$ cat src/rtl/xcvr_test_defines.vh
// Purpose: Shared constants for the transceiver test-verifier and side-port logic.
// Assumes: Included by its bare name from every design file that needs it.
// Notes:   Only definitions live here; no logic.
`ifndef XCVR_TEST_DEFINES_VH
`define XCVR_TEST_DEFINES_VH

// ==========================================================================
// Verifier timing
// ==========================================================================
`define VERIF_PATTERN_WORDS 16'h007f
`define PRBS_ERR_MIN_CYCLES 2'h3
`define PRBS_TAP_HI 6
`define PRBS_TAP_LO 5

// ==========================================================================
// Reconfiguration bus layout
// ==========================================================================
`define TOGXB_WIDTH 2
`define TOGXB_OC_RESTART 0
`define TOGXB_OC_FREEZE 1
`define FROMGXB_WIDTH 5
`define FROMGXB_OC_BUSY 0
`define FROMGXB_OC_DONE 1
`define FROMGXB_CAL_DONE 2
`define FROMGXB_TEST_DONE 3
`define FROMGXB_TEST_ERR 4

// ==========================================================================
// Offset cancellation and calibration
// ==========================================================================
`define OC_TRIM_RESET 6'h20
`define OC_STEPS 6'h3f
`define CAL_TICKS 8'h10

`endif

$ cat src/rtl/pattern_checker.v
// Purpose: Self-synchronising pseudo-random word checker for the receive verifier.
// Assumes: Words arrive on clk, oldest serial bit in the most significant position.
// Notes:   Each word is predicted from the previous one, so the checker locks after one word.
`timescale 1ns/10ps
`include "xcvr_test_defines.vh"

module pattern_checker #(
    parameter W = 8,
    parameter [15:0] PATTERN_WORDS = `VERIF_PATTERN_WORDS
) (
    input wire clk,
    input wire reset,
    input wire clear,
    input wire enable,
    input wire data_valid,
    input wire [W-1:0] data,
    output reg word_err,
    output reg cycle_done
);

    // ======================================================================
    // Prediction
    // ======================================================================
    function [W-1:0] prbs_next;
        input [W-1:0] prev;
        reg [6:0] s;
        reg nb;
        integer i;
        begin
            s = prev[6:0];
            prbs_next = {W{1'b0}};
            for (i = W - 1; i >= 0; i = i - 1) begin
                nb = s[`PRBS_TAP_HI] ^ s[`PRBS_TAP_LO];
                prbs_next[i] = nb;
                s = {s[5:0], nb};
            end
        end
    endfunction

    // ======================================================================
    // Checking
    // ======================================================================
    reg locked;
    reg [W-1:0] last;
    reg [15:0] count;

    always @(posedge clk or posedge reset) begin
        if (reset) begin
            locked <= 1'b0;
            last <= {W{1'b0}};
            count <= 16'h0000;
            word_err <= 1'b0;
            cycle_done <= 1'b0;
        end else if (clear || !enable) begin
            locked <= 1'b0;
            count <= 16'h0000;
            word_err <= 1'b0;
            cycle_done <= 1'b0;
        end else begin
            word_err <= 1'b0;
            cycle_done <= 1'b0;
            if (data_valid) begin
                last <= data;
                locked <= 1'b1;
                if (locked) begin
                    word_err <= (data != prbs_next(last));
                    if (count == PATTERN_WORDS - 16'h0001) begin
                        count <= 16'h0000;
                        cycle_done <= 1'b1;
                    end else begin
                        count <= count + 16'h0001;
                    end
                end
            end
        end
    end

endmodule

$ cat src/rtl/xcvr_test_verifier_status.v
// Purpose: Verifier status flags, reconfiguration side ports and calibration block control.
// Assumes: clk is the recovered receive clock; receive reset and side-port pins pass two flip-flops, mode pins are used directly.
// Notes:   Slow side clocks are sampled as levels and their rising edges used as ticks.
//
// Operation
// - Self-test: done rises on full pattern cycle or error, holds until receive reset.
// - Pseudo-random test: done rises on full pattern cycle, holds until receive reset.
// - Self-test: error flag is sticky until receive reset clears it.
// - Pseudo-random test: error pulses at least 3 cycles, drops after clean sequence.
// - Reconfiguration clock steps offset cancellation, except in PCI Express interface mode.
// - Outbound reconfiguration bus is driven back to the controller as a status bus.
// - Calibration power-down input, passed through two flip-flops and applied on clk, powers down the calibration block.
`timescale 1ns/10ps
`include "xcvr_test_defines.vh"

module xcvr_test_verifier_status #(
    parameter W = 8,
    parameter [15:0] PATTERN_WORDS = `VERIF_PATTERN_WORDS
) (
    input wire clk,
    input wire reset,
    input wire rx_digitalreset,
    input wire bist_mode,
    input wire prbs_mode,
    input wire pipe_mode,
    input wire rx_data_valid,
    input wire [W-1:0] rx_data,
    input wire reconfig_clk,
    input wire offset_cmp,
    input wire [`TOGXB_WIDTH-1:0] reconfig_togxb,
    output reg [`FROMGXB_WIDTH-1:0] reconfig_fromgxb,
    input wire cal_blk_clk,
    input wire cal_blk_powerdown,
    output reg test_done,
    output reg test_err,
    output reg [5:0] offset_trim,
    output reg offset_cal_done,
    output reg cal_done,
    output reg cal_powered_down
);

    // ======================================================================
    // Synchronisers
    // ======================================================================
    // Stage one of every chain is read only by stage two.
    reg [6:0] meta;
    reg [6:0] sync;
    reg [3:0] sync_prev;
    reg [`TOGXB_WIDTH-1:0] togxb_stable;

    always @(posedge clk or posedge reset) begin
        if (reset) begin
            meta <= 7'h00;
            sync <= 7'h00;
            sync_prev <= 4'h0;
            togxb_stable <= {`TOGXB_WIDTH{1'b0}};
        end else begin
            meta <= {reconfig_togxb, cal_blk_powerdown, offset_cmp, cal_blk_clk,
                     reconfig_clk, rx_digitalreset};
            sync <= meta;
            sync_prev <= {sync[6:5], sync[2:1]};
            // A bus word is taken only once two samples agree, so bit skew cannot leak in.
            if (sync[6:5] == sync_prev[3:2]) begin
                togxb_stable <= sync[6:5];
            end
        end
    end

    wire rx_clear = sync[0];
    wire reconfig_tick = sync[1] && !sync_prev[0];
    wire cal_tick = sync[2] && !sync_prev[1];
    wire cmp_level = sync[3];
    wire cal_pd = sync[4];
    reg oc_restart_prev;
    wire oc_restart = togxb_stable[`TOGXB_OC_RESTART] && !oc_restart_prev;
    wire oc_freeze = togxb_stable[`TOGXB_OC_FREEZE];

    // ======================================================================
    // Pattern verifier
    // ======================================================================
    wire word_err;
    wire cycle_done;
    wire test_on = bist_mode || prbs_mode;

    pattern_checker #(
        .W(W),
        .PATTERN_WORDS(PATTERN_WORDS)
    ) u_checker (
        .clk(clk),
        .reset(reset),
        .clear(rx_clear),
        .enable(test_on),
        .data_valid(rx_data_valid),
        .data(rx_data),
        .word_err(word_err),
        .cycle_done(cycle_done)
    );

    // ======================================================================
    // Status flags
    // ======================================================================
    // The receive reset is a level held at least two cycles, so a synchronous clear
    // after synchronisation still lands inside it.
    reg [1:0] err_hold;
    reg seq_dirty;
    reg clean_seq_seen;

    always @(posedge clk or posedge reset) begin
        if (reset) begin
            test_done <= 1'b0;
            test_err <= 1'b0;
            err_hold <= 2'h0;
            seq_dirty <= 1'b0;
            clean_seq_seen <= 1'b0;
        end else if (rx_clear) begin
            test_done <= 1'b0;
            test_err <= 1'b0;
            err_hold <= 2'h0;
            seq_dirty <= 1'b0;
            clean_seq_seen <= 1'b0;
        end else if (bist_mode) begin
            if (cycle_done || word_err) begin
                test_done <= 1'b1;
            end
            if (word_err) begin
                test_err <= 1'b1;
            end
        end else if (prbs_mode) begin
            if (cycle_done) begin
                test_done <= 1'b1;
            end
            if (word_err) begin
                test_err <= 1'b1;
                err_hold <= `PRBS_ERR_MIN_CYCLES - 2'h1;
                seq_dirty <= 1'b1;
                clean_seq_seen <= 1'b0;
            end else begin
                if (err_hold != 2'h0) begin
                    err_hold <= err_hold - 2'h1;
                end
                if (cycle_done) begin
                    seq_dirty <= 1'b0;
                    if (!seq_dirty) begin
                        clean_seq_seen <= 1'b1;
                    end
                end
                // Drop only once the minimum width is met and a whole clean sequence passed.
                if (test_err && err_hold == 2'h0 &&
                    (clean_seq_seen || (cycle_done && !seq_dirty))) begin
                    test_err <= 1'b0;
                    clean_seq_seen <= 1'b0;
                end
            end
        end
    end

    // ======================================================================
    // Offset cancellation
    // ======================================================================
    localparam [2:0] OC_IDLE = 3'b001;
    localparam [2:0] OC_RUN = 3'b010;
    localparam [2:0] OC_DONE = 3'b100;
    reg [2:0] oc_state;
    reg [5:0] oc_steps;

    always @(posedge clk or posedge reset) begin
        if (reset) begin
            oc_state <= OC_IDLE;
            oc_steps <= 6'h00;
            offset_trim <= `OC_TRIM_RESET;
            offset_cal_done <= 1'b0;
            oc_restart_prev <= 1'b0;
        end else begin
            oc_restart_prev <= togxb_stable[`TOGXB_OC_RESTART];
            if (pipe_mode) begin
                // No cancellation runs in this mode, so the trim sits at mid-scale.
                oc_state <= OC_IDLE;
                oc_steps <= 6'h00;
                offset_trim <= `OC_TRIM_RESET;
                offset_cal_done <= 1'b0;
            end else begin
                case (oc_state)
                    OC_IDLE: begin
                        oc_steps <= 6'h00;
                        offset_cal_done <= 1'b0;
                        oc_state <= OC_RUN;
                    end
                    OC_RUN: begin
                        if (reconfig_tick && !oc_freeze) begin
                            if (cmp_level && offset_trim != 6'h00) begin
                                offset_trim <= offset_trim - 6'h01;
                            end else if (!cmp_level && offset_trim != 6'h3f) begin
                                offset_trim <= offset_trim + 6'h01;
                            end
                            oc_steps <= oc_steps + 6'h01;
                            if (oc_steps == `OC_STEPS - 6'h01) begin
                                oc_state <= OC_DONE;
                                offset_cal_done <= 1'b1;
                            end
                        end
                    end
                    OC_DONE: begin
                        if (oc_restart) begin
                            oc_state <= OC_IDLE;
                            offset_cal_done <= 1'b0;
                        end
                    end
                    default: begin
                        oc_state <= OC_IDLE;
                    end
                endcase
            end
        end
    end

    // ======================================================================
    // Calibration block
    // ======================================================================
    localparam [2:0] CAL_OFF = 3'b001;
    localparam [2:0] CAL_RUN = 3'b010;
    localparam [2:0] CAL_DONE = 3'b100;
    reg [2:0] cal_state;
    reg [7:0] cal_count;

    always @(posedge clk or posedge reset) begin
        if (reset) begin
            cal_state <= CAL_OFF;
            cal_count <= 8'h00;
            cal_done <= 1'b0;
            cal_powered_down <= 1'b1;
        end else if (cal_pd) begin
            cal_state <= CAL_OFF;
            cal_count <= 8'h00;
            cal_done <= 1'b0;
            cal_powered_down <= 1'b1;
        end else begin
            cal_powered_down <= 1'b0;
            case (cal_state)
                CAL_OFF: begin
                    cal_count <= 8'h00;
                    cal_state <= CAL_RUN;
                end
                CAL_RUN: begin
                    // Progress is paced only by the calibration clock.
                    if (cal_tick) begin
                        cal_count <= cal_count + 8'h01;
                        if (cal_count == `CAL_TICKS - 8'h01) begin
                            cal_state <= CAL_DONE;
                            cal_done <= 1'b1;
                        end
                    end
                end
                CAL_DONE: begin
                    cal_done <= 1'b1;
                end
                default: begin
                    cal_state <= CAL_OFF;
                end
            endcase
        end
    end

    // ======================================================================
    // Outbound reconfiguration bus
    // ======================================================================
    always @(posedge clk or posedge reset) begin
        if (reset) begin
            reconfig_fromgxb <= {`FROMGXB_WIDTH{1'b0}};
        end else begin
            reconfig_fromgxb[`FROMGXB_OC_BUSY] <= (oc_state == OC_RUN);
            reconfig_fromgxb[`FROMGXB_OC_DONE] <= offset_cal_done;
            reconfig_fromgxb[`FROMGXB_CAL_DONE] <= cal_done;
            reconfig_fromgxb[`FROMGXB_TEST_DONE] <= test_done;
            reconfig_fromgxb[`FROMGXB_TEST_ERR] <= test_err;
        end
    end

endmodule

$ cat config.mk
export PLATFORM = sky130hd
export DESIGN_NAME = xcvr_test_verifier_status
export DESIGN_NICKNAME = d
export VERILOG_FILES = /design/src/rtl/pattern_checker.v /design/src/rtl/xcvr_test_verifier_status.v
export VERILOG_INCLUDE_DIRS = /design/src /design/src/rtl
export SDC_FILE = /design/constraint.sdc
export NUM_CORES = 1
export LEC_CHECK = 0
export ABC_CLOCK_PERIOD_IN_PS = 2900
export BUFFER_PORTS_ARGS = -buffer_cell sky130_fd_sc_hd__buf_2
export CORE_MARGIN = 4
export CORE_UTILIZATION = 45
export DETAILED_ROUTE_END_ITERATION = 6
export PLACE_DENSITY = 0.7
export SYNTH_ARGS = -nofsm -noshare
export SYNTH_HDL_FRONTEND = slang
export SYNTH_SLANG_ARGS = --single-unit
$ cat constraint.sdc
create_clock -name clk -period 2.9 [get_ports clk]
set_input_delay 0.435 -clock clk [delete_from_list [all_inputs] [get_ports clk]]
set_output_delay 0.435 -clock clk [all_outputs]
set_load 0.005 [all_outputs]
==> out/metrics.json <==
{
  "floorplan.io_pins": {"value": 37},
  "multi_input_combinational_cell_area": {"value": 1860, "unit": "um2"},
  "globalRouteMet3Util": {"value": 4.23, "unit": "%"},
  "dieHeight": {"value": 104, "unit": "um"},
  "cts_root_buf": {"value": "clkbuf_8"},
  "final_setup_fails": {"value": 0},
  "timing.rr.end": {"value": "offset_trim[5]$_DFFE_PP1P_"},
  "cap_violations": {"value": 0},
  "gr-usage-all-layers": {"value": 14.7, "unit": "%"},
  "totalNegativeSetupSlack": {"value": 0, "unit": "ns"},
  "library_cell_with_the_largest_summed_area_after_synthesis": {"value": "dfrtp_1"},
  "num-fill-cells": {"value": 781},
  "core_area": {"value": 8810, "unit": "um2"},
  "stdcell_area": {"value": 4620, "unit": "um2"},
  "setup_repair_after_global_routing_missed_its_margin": {"value": "no"},
  "hold_path.class": {"value": "in -> async"},
  "dr.first_iter.drc_count": {"value": 141},
  "postSynth.topFlopCell": {"value": "dfrtp_1"},
  "h_tree_depth": {"value": 3},
  "route.vias.total": {"value": 3149},
  "tcrit_tclk_final": {"value": 91.9, "unit": "%"},
  "cts_setup_buffers": {"value": 0},
  "path_clk_slew": {"value": 0.08, "unit": "ns"},
  "number_of_synthesized_register_bits": {"value": 87},
  "dp.final_hpwl": {"value": 5390, "unit": "um"},
  "grt_pass1_wl": {"value": 13400, "unit": "um"},
  "gp_weighted_congestion": {"value": 0.827},
  "cellPowerDensity": {"value": 545, "unit": "nW/um2"},
  "area_growth_syn_to_layout": {"value": 12.0, "unit": "%"},
  "fp-row-count": {"value": 34},
  "grt_max_degree": {"value": 65},
  "synth_edf_count": {"value": 0},
  "cts.path.max_buffers": {"value": 2},
  "synth_fp_nets": {"value": 431},
  "avg_vias_per_cell": {"value": 5.72},
  "transition_time_of_the_tightest_slew_check_pin": {"value": 0.991, "unit": "ns"},
  "ys_seq_area_share": {"value": 52.9, "unit": "%"},
  "postSynthCellCount": {"value": 399},
  "synthDominantCellAreaShare": {"value": 50.3, "unit": "%"},
  "dpl.cell_count": {"value": 536},
  "finalNonFillerCells": {"value": 551},
  "synth-warning-count": {"value": 0},
  "synth.cell_area": {"value": 4130, "unit": "um2"},
  "crit_path_start": {"value": "offset_trim[0]$_DFFE_PP0P_"},
  "peak_fanout_along_the_critical_path": {"value": 7},
  "grt_antenna_before_repair": {"value": 0},
  "finalHoldViolations": {"value": 0},
  "regArea": {"value": 2180, "unit": "um2"},
  "clock_tree_from_tritoncts": {"value": "done"},
  "initial_utilization": {"value": 46.9, "unit": "%"},
  "leakagePower": {"value": 2.08, "unit": "nW"},
  "cts_buffers": {"value": 9},
  "max_freq": {"value": 375, "unit": "MHz"},
  "grt.overflow.total": {"value": 0},
  "worst_ir_drop_vdd": {"value": 0.000280, "unit": "V"},
  "post_synth_main_area_contributors": {"value": "dfrtp_1, nor2_1, a21oi_1"},
  "avgSynthCellArea": {"value": 10.3, "unit": "um2"},
  "cts_num_sinks": {"value": 87},
  "number_of_global_route_vias_before_repair": {"value": 3070},
  "worst_skew_pair.late_latency": {"value": 0.35, "unit": "ns"},
  "critPathRequiredTime": {"value": 3.18, "unit": "ns"},
  "grt_most_used_layer": {"value": "met2"},
  "finalClockSkew": {"value": 0.00919, "unit": "ns"},
  "detail_route.wirelength": {"value": 7610, "unit": "um"},
  "post_cts_resize_count": {"value": 0},
  "final_period_minus_worst_setup_slack": {"value": 2.67, "unit": "ns"},
  "reg2reg_depth": {"value": 8},
  "use_met2": {"value": 25.0, "unit": "%"},
  "final_max_slew_viol_count": {"value": 0},
  "path_class": {"value": "reg -> reg"},
  "most_frequent_cells_in_the_layout": {"value": "dfrtp_1, nor2_1, buf_2, a21oi_1, nand2_1"},
  "dieWidth": {"value": 104, "unit": "um"},
  "asyncSetResetFlopFracSynth": {"value": 100, "unit": "%"},
  "postLayoutCoreUtil": {"value": 52.5, "unit": "%"},
  "ant_nets": {"value": 0},
  "antenna_cells_inserted": {"value": 0},
  "arrival": {"value": 2.95, "unit": "ns"},
  "fin_nets": {"value": 471},
  "synthDistinctLibCells": {"value": 60},
  "drc": {"value": 0},
  "die-area": {"value": 10800, "unit": "um2"},
  "drt_pre_antenna_iters": {"value": 4},
  "drive_above_1_share": {"value": 16.0, "unit": "%"},
  "status": {"value": "finished clean"},
  "input_output_buffers": {"value": 36},
  "layout.cells.most_common": {"value": "dfrtp_1"},
  "worstSetupStartpointType": {"value": "register"},
  "slew_headroom": {"value": 34.0, "unit": "%"},
  "met1_track_demand_over_resource_in_global_routing": {"value": 18.1, "unit": "%"},
  "crit-reg2reg-launch": {"value": "offset_trim[0]$_DFFE_PP0P_"},
  "routed_wire_length_per_instance": {"value": 13.8, "unit": "um"},
  "cts-hold-fix-buffers": {"value": 0},
  "crit_path_end_kind": {"value": "register"},
  "instance_area_at_placement": {"value": 4420, "unit": "um2"},
  "regToRegSetupSlack": {"value": 0.23, "unit": "ns"}
}
-- synthesized netlist by cell type, types with 3 or more instances --
library cell	count
a21o_1	3
xor2_1	14
a21oi_1	31
and3_1	6
o22ai_1	3
xnor2_1	5
mux2i_1	8
nor2_1	46
nand2_1	25
a41oi_1	5
a31oi_1	11
ha_1	10
o31ai_1	5
dfstp_2	4
o21ai_1	10
inv_1	11
nand2b_1	14
dfrtp_1	83
clkbuf_1	6
nor2b_1	6
mux2_2	7
o21bai_1	3
nand4_1	5
or3_1	7
o21ai_0	8
nor3_1	6
nor4_1	5
nand3_1	16
-- sequential cells by signal, summed over array words and instances (netlist names), 4 cells and up --
register and flops:
reconfig_fromgxb 5, meta 7, sync 7, sync_prev 4, cal_count 8, u_checker.last 7, oc_steps 6, offset_trim 6
u_checker.count 16
-- routing by layer --
layer / part of all wire (%) / vias to the layer above
met4: 0.89 / 0
met3: 5.2 / 9
met5: 0 / -
met2: 49 / 80
li1: - / 1523
met1: 45 / 1537
-- cell families after synthesis --
logic type               after synthesis  share of synthesized area, %
AO/OA/AOI/OAI                         98                          15.0
XOR/XNOR                              19                          4.03
adder cells (fa/ha/maj)               11                          3.52
buffers and inverters                 20                          2.03
flip-flops                            87                          52.9
multiplexers                          16                          4.12
AND/OR/NAND/NOR                      148                          18.4
-- area by class of cell --
| cell class | instances | area share [%] |
|---|---|---|
| clock buffer | 12 | 3.36 |
| clock inverter | 3 | 0.920 |
| inverter | 12 | 1.00 |
| multi-input combinational | 292 | 40.3 |
| sequential | 87 | 47.2 |
| tap | 108 | 2.92 |
| timing repair buffer | 37 | 4.33 |
-- stage by stage --
step           power (mW)  hold slack, ns  setup slack [ns]
2_1_floorplan        1.61           0.331             0.221
4_1_cts              2.56          0.0608             0.220
6_report             2.52          0.0613             0.234
3_3_place_gp         1.69           0.333             0.341
3_5_place_dp         1.71           0.336             0.232
5_1_grt              2.67          0.0794           0.00224
-- where the power goes --
group / total (mW) / internal (mW) / switching [mW]
logic: 0.330 / 0.141 / 0.190
clock network: 0.836 / 0.440 / 0.396
registers: 1.35 / 1.29 / 0.0633
-- worst max-delay path: stages, from the launching register on --
cell      delay [ns]
dfrtp_1         0.47
nor4_1          0.37
a21boi_0        0.34
ha_1            0.46
o21ai_0         0.10
o21a_1          0.18
or3_1           0.35
a21o_1          0.19
mux2i_1         0.14
-- how the worst max path moves through the flow --
| stage | end | depth (start not counted) |
|---|---|---|
| after floorplan | cal_count[0]$_DFFE_PP0P_ | 1 |
| after global placement | offset_trim[5]$_DFFE_PP1P_ | 8 |
| after detailed placement | offset_trim[5]$_DFFE_PP1P_ | 8 |
| after global routing | offset_trim[5]$_DFFE_PP1P_ | 8 |
| final | offset_trim[5]$_DFFE_PP1P_ | 8 |
| after CTS | offset_trim[5]$_DFFE_PP1P_ | 8 |
(Power assumes the default switching activity.)
